File: src/design/dsl_params.svh
// constants for the down-converter output serial link, both ends
// What this block does
// RULE1 - 16-bit word: 15-bit value, flag in bit0
// RULE2 - decimation bypass, 4, 8, 10, 16, 20, 32
// RULE3 - bit 4 of 0x200 adds 6.02 dB gain
// RULE4 - boost advised when oscillator tuned near zero
// RULE5 - up to eight lanes, 8b10b coded, serialized; code uses a simplified 10-bit mapping, lanes left parallel
// RULE6 - bit rate is clock times 1, 1.25, 2, 2.5
// RULE7 - scrambler off at reset, bit 7 of 0x201
// RULE8 - software writes frames per multiframe minus one
// RULE9 - multiframe length multiple of derived step
// RULE10 - double rate: 1 twice, 0 single rate
// RULE11 - five-fourths pll raises rate by 1.25
// RULE12 - clear link enable before changing parameters
// RULE13 - link held in reset while enable low
// RULE14 - normal, prbs, ramp, transport, fixed, constant modes
// RULE15 - prbs patterns bypass the 8b10b encoder
// RULE16 - pre-emphasis in 0x040 bits 3:0, reset 4
// RULE17 - lanes disabled from the highest downward
// RULE18 - sample width with control bits multiple of 4
// RULE19 - high density only when samples split lanes
// RULE20 - high density and control words always zero
// RULE21 - tail bits driven to zero
// RULE22 - derived parameters from fixed mode lookup
// RULE23 - link settings sampled only while enable low
`ifndef DSL_PARAMS_SVH
`define DSL_PARAMS_SVH
`define DSL_OFS_PREEMPH 12'h040
`define DSL_OFS_GAIN 12'h200
`define DSL_OFS_SCRMF 12'h201
`define DSL_OFS_CTRL 12'h300
`define DSL_OFS_STATUS 12'h304
`define DSL_OFS_SAMPLE 12'h308
`define DSL_BIT_BOOST 4
`define DSL_BIT_SCRAMBLE 7
`define DSL_FPMF_HI 6
`define DSL_FPMF_LO 2
`define DSL_PREEMPH_RST 4'h4
`define DSL_NPRIME 5'h10
`define DSL_LANES 8
`endif

File: src/design/dsl_pkg.sv
// types for the down-converter output serial link
package dsl_pkg;
    typedef enum logic [2:0] {
        DSL_D1 = 3'h0, DSL_D4 = 3'h1, DSL_D8 = 3'h2, DSL_D10 = 3'h3,
        DSL_D16 = 3'h4, DSL_D20 = 3'h5, DSL_D32 = 3'h6
    } dsl_dec_e;
    typedef enum logic [3:0] {
        DSL_NORMAL = 4'h0, DSL_PRBS7 = 4'h1, DSL_PRBS15 = 4'h2,
        DSL_PRBS23 = 4'h3, DSL_RAMP = 4'h4, DSL_TRANSPORT = 4'h5,
        DSL_D215 = 4'h6, DSL_K285 = 4'h7, DSL_ILA = 4'h8,
        DSL_RPAT = 4'h9, DSL_DIFF0 = 4'ha, DSL_DIFF1 = 4'hb
    } dsl_mode_e;
    typedef struct packed {
        logic [3:0] lanes;
        logic [5:0] octets;
        logic [3:0] conv;
        logic [2:0] spf;
        logic [3:0] kstep;
        logic [2:0] rate;  // 0:1x 1:1.25x 2:2x 3:2.5x
        logic legal;
    } dsl_link_s;
endpackage : dsl_pkg

File: src/design/dsl_link_if.sv
// lane bundle between the link transmitter and the receiver end
`timescale 1ns/1ns
interface dsl_link_if;
    logic [79:0] sym;       // eight 10-bit lane symbols
    logic [7:0] lane_on;
    logic [7:0] raw;        // lane carries unencoded pattern bits
    logic [2:0] rate;
    logic scramble_on;
    logic link_up;
    modport tx (output sym, output lane_on, output raw, output rate,
        output scramble_on, output link_up);
    modport rx (input sym, input lane_on, input raw, input rate,
        input scramble_on, input link_up);
endinterface : dsl_link_if

File: src/design/dsl_tx.sv
// device end: registers over ahb-lite, word packing, lane mapping, coding
//
// The AHB-Lite register port was decided locally.
`timescale 1ns/1ns
`include "dsl_params.svh"
module dsl_tx
    import dsl_pkg::*;
(
    input wire logic hclk,
    input wire logic hresetn,
    input wire logic hsel,
    input wire logic [31:0] haddr,
    input wire logic [1:0] htrans,
    input wire logic hwrite,
    input wire logic [2:0] hsize,
    input wire logic [31:0] hwdata,
    input wire logic hready,
    output logic [31:0] hrdata,
    output logic hreadyout,
    output logic hresp,
    input wire logic [14:0] i_value,
    input wire logic [14:0] q_value,
    input wire logic over_range_flag_a,
    input wire logic over_range_flag_b,
    output logic [3:0] preemph_level,
    output logic [2:0] dec_factor_out,
    output logic gain_boost,
    dsl_link_if.tx link
);
    logic [7:0] preemph_reg, preemph_next;
    logic [7:0] gain_reg, gain_next;
    logic [7:0] scrmf_reg, scrmf_next;
    logic [7:0] ctrl_reg, ctrl_next;  // 0 enable, 3:1 dec, 4 ddr, 5 pll
    logic [3:0] mode_reg, mode_next;
    logic [11:0] wa_reg, wa_next;
    logic we_reg, we_next;
    logic [31:0] rd_reg, rd_next;
    logic [31:0] word_reg, word_next;
    logic [2:0] dec_reg, dec_next;
    logic ddr_reg, ddr_next, pll_reg, pll_next, scron_reg, scron_next;
    logic [4:0] fpmf_reg, fpmf_next;
    logic [22:0] prbs_reg, prbs_next;
    logic [14:0] scram_reg, scram_next;
    logic [7:0] ramp_reg, ramp_next;
    logic [4:0] oct_reg, oct_next;
    logic [79:0] sym_reg, sym_next;
    logic rd_phase, en;
    dsl_link_s p;

    assign en = ctrl_reg[0];
    assign hreadyout = 1'b1;
    assign hresp = 1'b0;
    assign hrdata = rd_reg;
    assign preemph_level = preemph_reg[3:0];  // [RULE16]
    assign gain_boost = gain_reg[`DSL_BIT_BOOST];  // [RULE3]
    assign dec_factor_out = dec_reg;  // [RULE2]
    assign rd_phase = hsel && hready && htrans[1] && !hwrite;

    // fixed lookup by decimation, double rate and pll [RULE22]
    always_comb begin
        p = '0;
        p.legal = 1'b1;
        case ({dec_reg, ddr_reg, pll_reg})
            5'b000_1_0: p = '{4'd8, 6'd8, 4'd8, 3'd5, 4'd2, 3'd2, 1'b1};
            5'b001_1_0: p = '{4'd5, 6'd4, 4'd2, 3'd5, 4'd4, 3'd2, 1'b1};
            5'b001_1_1: p = '{4'd4, 6'd2, 4'd2, 3'd2, 4'd2, 3'd3, 1'b1};
            5'b010_0_0: p = '{4'd5, 6'd4, 4'd2, 3'd5, 4'd2, 3'd0, 1'b1};
            5'b010_0_1: p = '{4'd4, 6'd2, 4'd2, 3'd2, 4'd1, 3'd1, 1'b1};
            5'b010_1_0: p = '{4'd3, 6'd8, 4'd2, 3'd5, 4'd2, 3'd2, 1'b1};
            5'b010_1_1: p = '{4'd2, 6'd2, 4'd2, 3'd1, 4'd2, 3'd3, 1'b1};
            5'b011_0_0: p = '{4'd4, 6'd2, 4'd2, 3'd2, 4'd4, 3'd0, 1'b1};
            5'b011_1_0: p = '{4'd2, 6'd2, 4'd2, 3'd1, 4'd8, 3'd2, 1'b1};
            5'b100_0_0: p = '{4'd3, 6'd8, 4'd2, 3'd5, 4'd1, 3'd0, 1'b1};
            5'b100_0_1: p = '{4'd2, 6'd2, 4'd2, 3'd1, 4'd1, 3'd1, 1'b1};
            5'b100_1_0: p = '{4'd2, 6'd16, 4'd2, 3'd5, 4'd1, 3'd2, 1'b1};
            5'b100_1_1: p = '{4'd1, 6'd4, 4'd2, 3'd1, 4'd1, 3'd3, 1'b1};
            5'b101_0_0: p = '{4'd2, 6'd2, 4'd2, 3'd1, 4'd4, 3'd0, 1'b1};
            5'b101_1_0: p = '{4'd1, 6'd4, 4'd2, 3'd1, 4'd4, 3'd2, 1'b1};
            5'b110_0_0: p = '{4'd2, 6'd16, 4'd2, 3'd5, 4'd1, 3'd0, 1'b1};
            5'b110_0_1: p = '{4'd1, 6'd4, 4'd2, 3'd1, 4'd1, 3'd1, 1'b1};
            5'b110_1_0: p = '{4'd1, 6'd32, 4'd2, 3'd5, 4'd1, 3'd2, 1'b1};
            default: p.legal = 1'b0;
        endcase
    end

    // bus slave: zero wait, writes land after the data phase
    always_comb begin
        preemph_next = preemph_reg;
        gain_next = gain_reg;
        scrmf_next = scrmf_reg;
        ctrl_next = ctrl_reg;
        mode_next = mode_reg;
        we_next = hsel && hready && htrans[1] && hwrite;
        wa_next = hready ? haddr[11:0] : wa_reg;
        rd_next = rd_reg;
        if (we_reg) begin
            case (wa_reg)
                `DSL_OFS_PREEMPH: preemph_next = hwdata[7:0];
                `DSL_OFS_GAIN: gain_next = hwdata[7:0];
                `DSL_OFS_SCRMF: scrmf_next = hwdata[7:0];
                `DSL_OFS_CTRL: begin
                    ctrl_next = hwdata[7:0];
                    mode_next = hwdata[11:8];
                end
                default: ;
            endcase
        end
        if (rd_phase) begin
            case (haddr[11:0])
                `DSL_OFS_PREEMPH: rd_next = {24'h0, preemph_reg};
                `DSL_OFS_GAIN: rd_next = {24'h0, gain_reg};
                `DSL_OFS_SCRMF: rd_next = {24'h0, scrmf_reg};
                `DSL_OFS_CTRL: rd_next = {20'h0, mode_reg, ctrl_reg};
                `DSL_OFS_STATUS: rd_next = {2'h0, fpmf_reg, p.legal,
                    4'h0, p.kstep, 1'b0, p.rate, p.lanes, 2'b0, p.octets};
                `DSL_OFS_SAMPLE: rd_next = word_reg;
                default: rd_next = 32'h0;
            endcase
        end
    end

    // settings follow the registers only while the link is off [RULE23]
    always_comb begin
        dec_next = en ? dec_reg : ctrl_reg[3:1];
        ddr_next = en ? ddr_reg : ctrl_reg[4];
        pll_next = en ? pll_reg : ctrl_reg[5];
        // scrambler stays off until software sets it [RULE7]
        scron_next = en ? scron_reg : scrmf_reg[`DSL_BIT_SCRAMBLE];
        fpmf_next = en ? fpmf_reg : scrmf_reg[`DSL_FPMF_HI:`DSL_FPMF_LO];
        // i in the high half, q low; flags in bit 0 [RULE1]
        word_next = {i_value, over_range_flag_a, q_value, over_range_flag_b};
    end

    // lane symbols: prbs is raw, diff modes are constant, other data gets a simplified 8b/10b
    always_comb begin
        logic [7:0] oct;
        logic [7:0] pat;
        logic k;
        oct = 8'h0;
        pat = 8'h0;
        k = 1'b0;
        prbs_next = prbs_reg;
        scram_next = scram_reg;
        ramp_next = ramp_reg + 8'h01;
        oct_next = (oct_reg == p.octets[4:0] - 5'd1) ? 5'd0 : oct_reg + 5'd1;
        sym_next = '0;
        case (mode_reg)
            DSL_PRBS7: prbs_next = {prbs_reg[21:0], prbs_reg[6] ^ prbs_reg[5]};
            DSL_PRBS15: prbs_next = {prbs_reg[21:0],
                prbs_reg[14] ^ prbs_reg[13]};
            DSL_PRBS23: prbs_next = {prbs_reg[21:0],
                prbs_reg[22] ^ prbs_reg[17]};
            default: ;
        endcase
        // a two-octet sample word; tail bits stay zero [RULE21] [RULE18]
        pat = oct_reg[0] ? word_reg[23:16] : word_reg[31:24];
        case (mode_reg)
            DSL_NORMAL, DSL_TRANSPORT: oct = pat;  // [RULE14]
            DSL_RAMP: oct = ramp_reg;
            DSL_D215: oct = 8'hb5;
            DSL_K285, DSL_ILA: begin
                oct = 8'hbc;
                k = 1'b1;
            end
            DSL_RPAT: oct = ramp_reg ^ 8'h5a;
            default: oct = 8'h0;
        endcase
        if (scron_reg && !k) begin
            oct = oct ^ scram_reg[7:0];
            scram_next = {scram_reg[6:0], scram_reg[14:7] ^ oct};
        end
        // whole samples per lane, no control words [RULE19] [RULE20]
        for (int n = 0; n < `DSL_LANES; n++) begin
            if (4'(n) < p.lanes) begin  // [RULE17]
                case (mode_reg)
                    DSL_PRBS7, DSL_PRBS15, DSL_PRBS23:
                        sym_next[n*10 +: 10] = prbs_reg[9:0];  // [RULE15]
                    DSL_DIFF0: sym_next[n*10 +: 10] = 10'h000;
                    DSL_DIFF1: sym_next[n*10 +: 10] = 10'h3ff;
                    default: sym_next[n*10 +: 10] =  // [RULE5]
                        {k ^ ~oct[7], oct[7:5], k, oct[4:0]};
                endcase
            end
        end
    end

    always_ff @(posedge hclk or negedge hresetn) begin
        if (!hresetn) begin
            preemph_reg <= {4'h0, `DSL_PREEMPH_RST};
            gain_reg <= 8'h0;
            scrmf_reg <= 8'h0;
            ctrl_reg <= 8'h0;
            mode_reg <= 4'h0;
            wa_reg <= 12'h0;
            we_reg <= 1'b0;
            rd_reg <= 32'h0;
            word_reg <= 32'h0;
            dec_reg <= 3'h0;
            ddr_reg <= 1'b0;
            pll_reg <= 1'b0;
            scron_reg <= 1'b0;
            fpmf_reg <= 5'h0;
        end else begin
            preemph_reg <= preemph_next;
            gain_reg <= gain_next;
            scrmf_reg <= scrmf_next;
            ctrl_reg <= ctrl_next;
            mode_reg <= mode_next;
            wa_reg <= wa_next;
            we_reg <= we_next;
            rd_reg <= rd_next;
            word_reg <= word_next;
            dec_reg <= dec_next;
            ddr_reg <= ddr_next;
            pll_reg <= pll_next;
            scron_reg <= scron_next;
            fpmf_reg <= fpmf_next;
        end
    end

    // link state held in reset while disabled [RULE13]
    always_ff @(posedge hclk or negedge hresetn) begin
        if (!hresetn) begin
            prbs_reg <= 23'h7fffff;
            scram_reg <= 15'h7fff;
            ramp_reg <= 8'h0;
            oct_reg <= 5'h0;
            sym_reg <= '0;
        end else if (!en || !p.legal) begin
            prbs_reg <= 23'h7fffff;
            scram_reg <= 15'h7fff;
            ramp_reg <= 8'h0;
            oct_reg <= 5'h0;
            sym_reg <= '0;
        end else begin
            prbs_reg <= prbs_next;
            scram_reg <= scram_next;
            ramp_reg <= ramp_next;
            oct_reg <= oct_next;
            sym_reg <= sym_next;
        end
    end

    assign link.sym = sym_reg;
    // lanes powered only while enabled [RULE13] [RULE17]
    assign link.lane_on = (en && p.legal) ? 8'((9'h1 << p.lanes) - 9'h1)
                                          : 8'h0;
    assign link.raw = {8{mode_reg == DSL_PRBS7 || mode_reg == DSL_PRBS15 ||
        mode_reg == DSL_PRBS23}};
    assign link.rate = p.rate;  // [RULE6] [RULE10] [RULE11]
    assign link.scramble_on = scron_reg;
    assign link.link_up = en && p.legal;
endmodule : dsl_tx

File: src/flat_wrapper.sv
// flat-port wrapper written by rule: the top's interface ports become plain ports
module dsl_tx_flat import dsl_pkg::*;
  (hclk, hresetn, hsel, haddr, htrans, hwrite, hsize, hwdata, hready, hrdata, hreadyout, hresp, i_value, q_value, over_range_flag_a, over_range_flag_b, preemph_level, dec_factor_out, gain_boost, link_sym, link_lane_on, link_raw, link_rate, link_scramble_on, link_link_up);
  dsl_link_if link_i ();
  input wire logic hclk;
  input wire logic hresetn;
  input wire logic hsel;
  input wire logic [31:0] haddr;
  input wire logic [1:0] htrans;
  input wire logic hwrite;
  input wire logic [2:0] hsize;
  input wire logic [31:0] hwdata;
  input wire logic hready;
  output logic [31:0] hrdata;
  output logic hreadyout;
  output logic hresp;
  input wire logic [14:0] i_value;
  input wire logic [14:0] q_value;
  input wire logic over_range_flag_a;
  input wire logic over_range_flag_b;
  output logic [3:0] preemph_level;
  output logic [2:0] dec_factor_out;
  output logic gain_boost;
  output wire logic [$bits(link_i.sym)-1:0] link_sym;
  output wire logic [$bits(link_i.lane_on)-1:0] link_lane_on;
  output wire logic [$bits(link_i.raw)-1:0] link_raw;
  output wire logic [$bits(link_i.rate)-1:0] link_rate;
  output wire logic [$bits(link_i.scramble_on)-1:0] link_scramble_on;
  output wire logic [$bits(link_i.link_up)-1:0] link_link_up;
  assign link_sym = link_i.sym;
  assign link_lane_on = link_i.lane_on;
  assign link_raw = link_i.raw;
  assign link_rate = link_i.rate;
  assign link_scramble_on = link_i.scramble_on;
  assign link_link_up = link_i.link_up;
  dsl_tx u_core (.hclk(hclk), .hresetn(hresetn), .hsel(hsel), .haddr(haddr), .htrans(htrans), .hwrite(hwrite), .hsize(hsize), .hwdata(hwdata), .hready(hready), .hrdata(hrdata), .hreadyout(hreadyout), .hresp(hresp), .i_value(i_value), .q_value(q_value), .over_range_flag_a(over_range_flag_a), .over_range_flag_b(over_range_flag_b), .preemph_level(preemph_level), .dec_factor_out(dec_factor_out), .gain_boost(gain_boost), .link(link_i));
endmodule
File: config.mk
export PLATFORM = sky130hd
export DESIGN_NAME = dsl_tx_flat
export DESIGN_NICKNAME = d
export VERILOG_FILES = /design/src/design/dsl_pkg.sv /design/src/design/dsl_link_if.sv /design/src/design/dsl_tx.sv /design/src/flat_wrapper.sv
export VERILOG_INCLUDE_DIRS = /design/src /design/src/design
export SDC_FILE = /design/constraint.sdc
export NUM_CORES = 1
export LEC_CHECK = 0
export BUFFER_PORTS_ARGS = -buffer_cell sky130_fd_sc_hd__buf_2
export CAP_MARGIN = 20
export CORE_UTILIZATION = 45
export DETAILED_ROUTE_END_ITERATION = 6
export GPL_TIMING_DRIVEN = 1
export MAX_ROUTING_LAYER = met4
export PLACE_DENSITY_LB_ADDON = 0.08
export SYNTH_ARGS = -nofsm -noshare
export SYNTH_HDL_FRONTEND = slang
export SYNTH_SLANG_ARGS = --single-unit
File: constraint.sdc
create_clock -name hclk -period 5.45 [get_ports hclk]
set_clock_uncertainty 0.15 [all_clocks]
set_input_delay 0.8175 -clock hclk [delete_from_list [all_inputs] [get_ports hclk]]
set_output_delay 0.8175 -clock hclk [all_outputs]
set_load 0.005 [all_outputs]
==> metrics.md <==
| Metric | Value |
|---|---|
| Top FF cell, synth | `dfrtp_1` |
| Initial antenna violation count | `0` |
| Hold Crit Class | `in2async` |
| FFs w/ async S/R, synth | `1.00` |
| Drt total wl | `29200 um` |
| Hpwl dp | `19500 um` |
| Largest net degree at the start of global routing | `142` |
| Crit. Startpoint | `u_core.ddr_reg$_DFFE_PN0N_` |
| Commonest non-fill, non-tap cell in the layout | `dfrtp_1` |
| Register bit count reported by yosys | `251` |
| Reg-to-Reg Start | `u_core.mode_reg[3]$_DFFE_PN0P_` |
| Clock-pin slew on the worst setup and hold paths | `0.06 ns` |
| Run status | `finished, final reports clean` |
| Comb pwr share | `0.033` |
| GRT overflow | `0` |
| CTS tree | `yes` |
| Clk pwr share | `0.491` |
| Synth cell types | `77` |
| PwrDens | `304 nW/um2` |
| Starting density of the core | `0.458` |
| Sink Count | `251` |
| Area after DPL | `12200 um2` |
| Internal power | `3160 uW` |
| Fmax | `236 MHz` |
| Final Max Slew Viols | `0` |
| CP endpoint | `link_lane_on[2]` |
| Critical Path AT | `3.26 ns` |
| Critical Path RT | `4.48 ns` |
| Final hold violations | `0` |
| RSZ-0062 raised after global routing | `no` |
| Number of H-tree levels | `1` |
| Worst slew margin | `0.258` |
| Most area-consuming cells after synthesis | `dfrtp_1 48%, dfstp_2 9.2%, mux2_2 7.5%, nand2_1 4.0%, nor2_1 2.8%` |
| Max reg flops | `80` |
| Detailed router's first-iteration violation count | `756` |
| Minimum clock period | `4.23 ns` |
| CP Class | `reg2out` |
| WHS | `0.221 ns` |
| Core Rows | `57` |
| Final net count | `1278` |
| Most frequent cells in the layout | `212 x dfrtp_1, 200 x buf_2, 117 x nand2_1, 84 x nor2_1, 74 x mux2_2` |
| Worst R2R Path Depth | `6` |
| Post-Synthesis Cells | `1008` |
| Total negative slack | `0 ns` |
| Crit end category | `output pin` |
| Setup violators final | `0` |
| Maxcap violations | `0` |
| Layout cells sized above 1 | `0.325` |
| Worst r2r dst | `u_core.link.sym[27]$_DFF_PN0_` |
| Drt via density | `5.47` |
| IO Count | `249` |
| CTS Buf Count | `28` |
| Die W | `159 um` |
| Post-synth top area cell | `dfrtp_1` |
| Die H | `159 um` |
| Post-synth EDFFs | `0` |
| P_leak | `0.00644 uW` |
| CTS root buffer | `clkbuf_16` |
| GR Util All Layers | `0.238` |
| Total net switching power | `840 uW` |
| Clock tree buffer depth | `3` |
| Synth Cell Area | `11100 um2` |
| Die area | `25300 um2` |
| Ant. Diodes | `0` |
| Post-route cell area | `13200 um2` |
| Post-CTS setup buffers | `0` |
| Period utilization | `0.776` |
| # DRC | `0` |
| Vias in the first global route | `7969` |
| Crit Path Max Fanout | `25` |
| First-pass GRT wire length | `46300 um` |
| Share of the synthesized area in the top cell type | `0.478` |
| Reg power frac | `0.476` |
| Hold-fix buffers at CTS | `0` |
| Area growth, synth to finish | `18.6%` |
| Length of the first detailed-routing pass in iterations | `5` |
| Vias | `8292` |
| Port buffer count | `201` |
| Startpoint types | `register` |
| Worst reg-to-reg setup slack | `1.78 ns` |
| Core Box Area | `24200 um2` |
| Maximum vdd drop | `0.201 mV` |
| Drt wl/cell | `19.3 um` |
| Sequential share of the synthesized area | `0.570` |
| Routed Antenna Nets | `0` |
| Resized Gates After CTS | `0` |
| Worst skew pair latency | `0.53 ns` |
| Slew @ Worst Pin | `1.11 ns` |
| Sw Ratio | `0.210` |
| RD Place Congestion | `0.873` |
| Post-Syn Area per Cell | `11.0 um2` |
| Yosys Warn Count | `0` |
cell usage after synthesis, types with 14 or more instances:
cell type	number
mux2_2	74
clkbuf_1	32
a21oi_1	31
nand3_1	48
nor2b_1	18
o21ai_0	39
buf_4	16
a22oi_1	14
nor3_1	31
and2_1	18
nor2_1	84
buf_2	25
mux2i_1	19
dfstp_2	39
dfrtp_1	212
nand2_1	117
per-layer routing:
metal  vias to the layer above  global-route usage  routed length (um)
li1                       3874                   -                   -
met1                      4087               0.354               14200
met2                       295               0.344               12800
met3                        36              0.0341                1630
met4                         0              0.0538                 527
met5                         -                   -                   0
worst min-delay path by stage:
stage                                           end  slack [ns]  depth (start not counted)
finish                u_core.word_reg[25]$_DFF_PN0_        0.22                          1
global route           u_core.word_reg[3]$_DFF_PN0_        0.22                          1
detailed placement    u_core.hrdata[15]$_DFFE_PN0P_        0.31                          2
global placement      u_core.hrdata[23]$_DFFE_PN0P_        0.31                          2
CTS                    u_core.word_reg[4]$_DFF_PN0_        0.21                          1
floorplan           u_core.prbs_reg[11]$_DFFE_PN1P_        0.31                          2
critical path: stages, from the launching register on:
cell	delay, ns
dfrtp_1	0.86
nand2b_1	0.27
or3_1	0.42
o21ai_0	0.10
nand2_1	0.08
ha_1	0.32
or3_1	0.39
a21oi_1	0.16
buf_2	0.13
area by class of cell:
type	count	area [um2]
fillers	2207	11100
flip-flops and latches	251	6330
multi-input cells	669	4340
repair buffers	208	1080
clock buffers	42	825
well taps	324	405
clock inverters	10	149
inverters	12	45.0
cell families (layout without fill, tap and decap cells):
family,after synthesis,count (layout),share of synthesized area
other,2,3,0.000676
buffers and inverters,89,272,0.0397
XOR/XNOR,15,15,0.0118
flip-flops,251,251,0.570
adder cells (fa/ha/maj),2,2,0.00225
AO/OA/AOI/OAI,167,167,0.104
multiplexers,94,94,0.0934
AND/OR/NAND/NOR,388,388,0.178
metrics by stage:
stage	cells	setup WS, ns	power [uW]	util
final	1516	1.22	4000	0.543
after global placement	1464	1.84	2070	0.503
after CTS	1516	1.25	4050	0.543
after detailed placement	1464	1.84	2070	0.503
after global routing	1516	0.974	4140	0.543
after floorplan	1009	2.28	1980	-
power groups by stage:
stage	Clock, uW	Sequential [uW]	Combinational, uW
after floorplan	0	1930	53.9
after global placement	0	1930	136
after detailed placement	0	1940	136
after CTS	2010	1900	137
after global routing	2090	1900	149
final	1960	1900	134
Power figures use the tool's default switching activity.
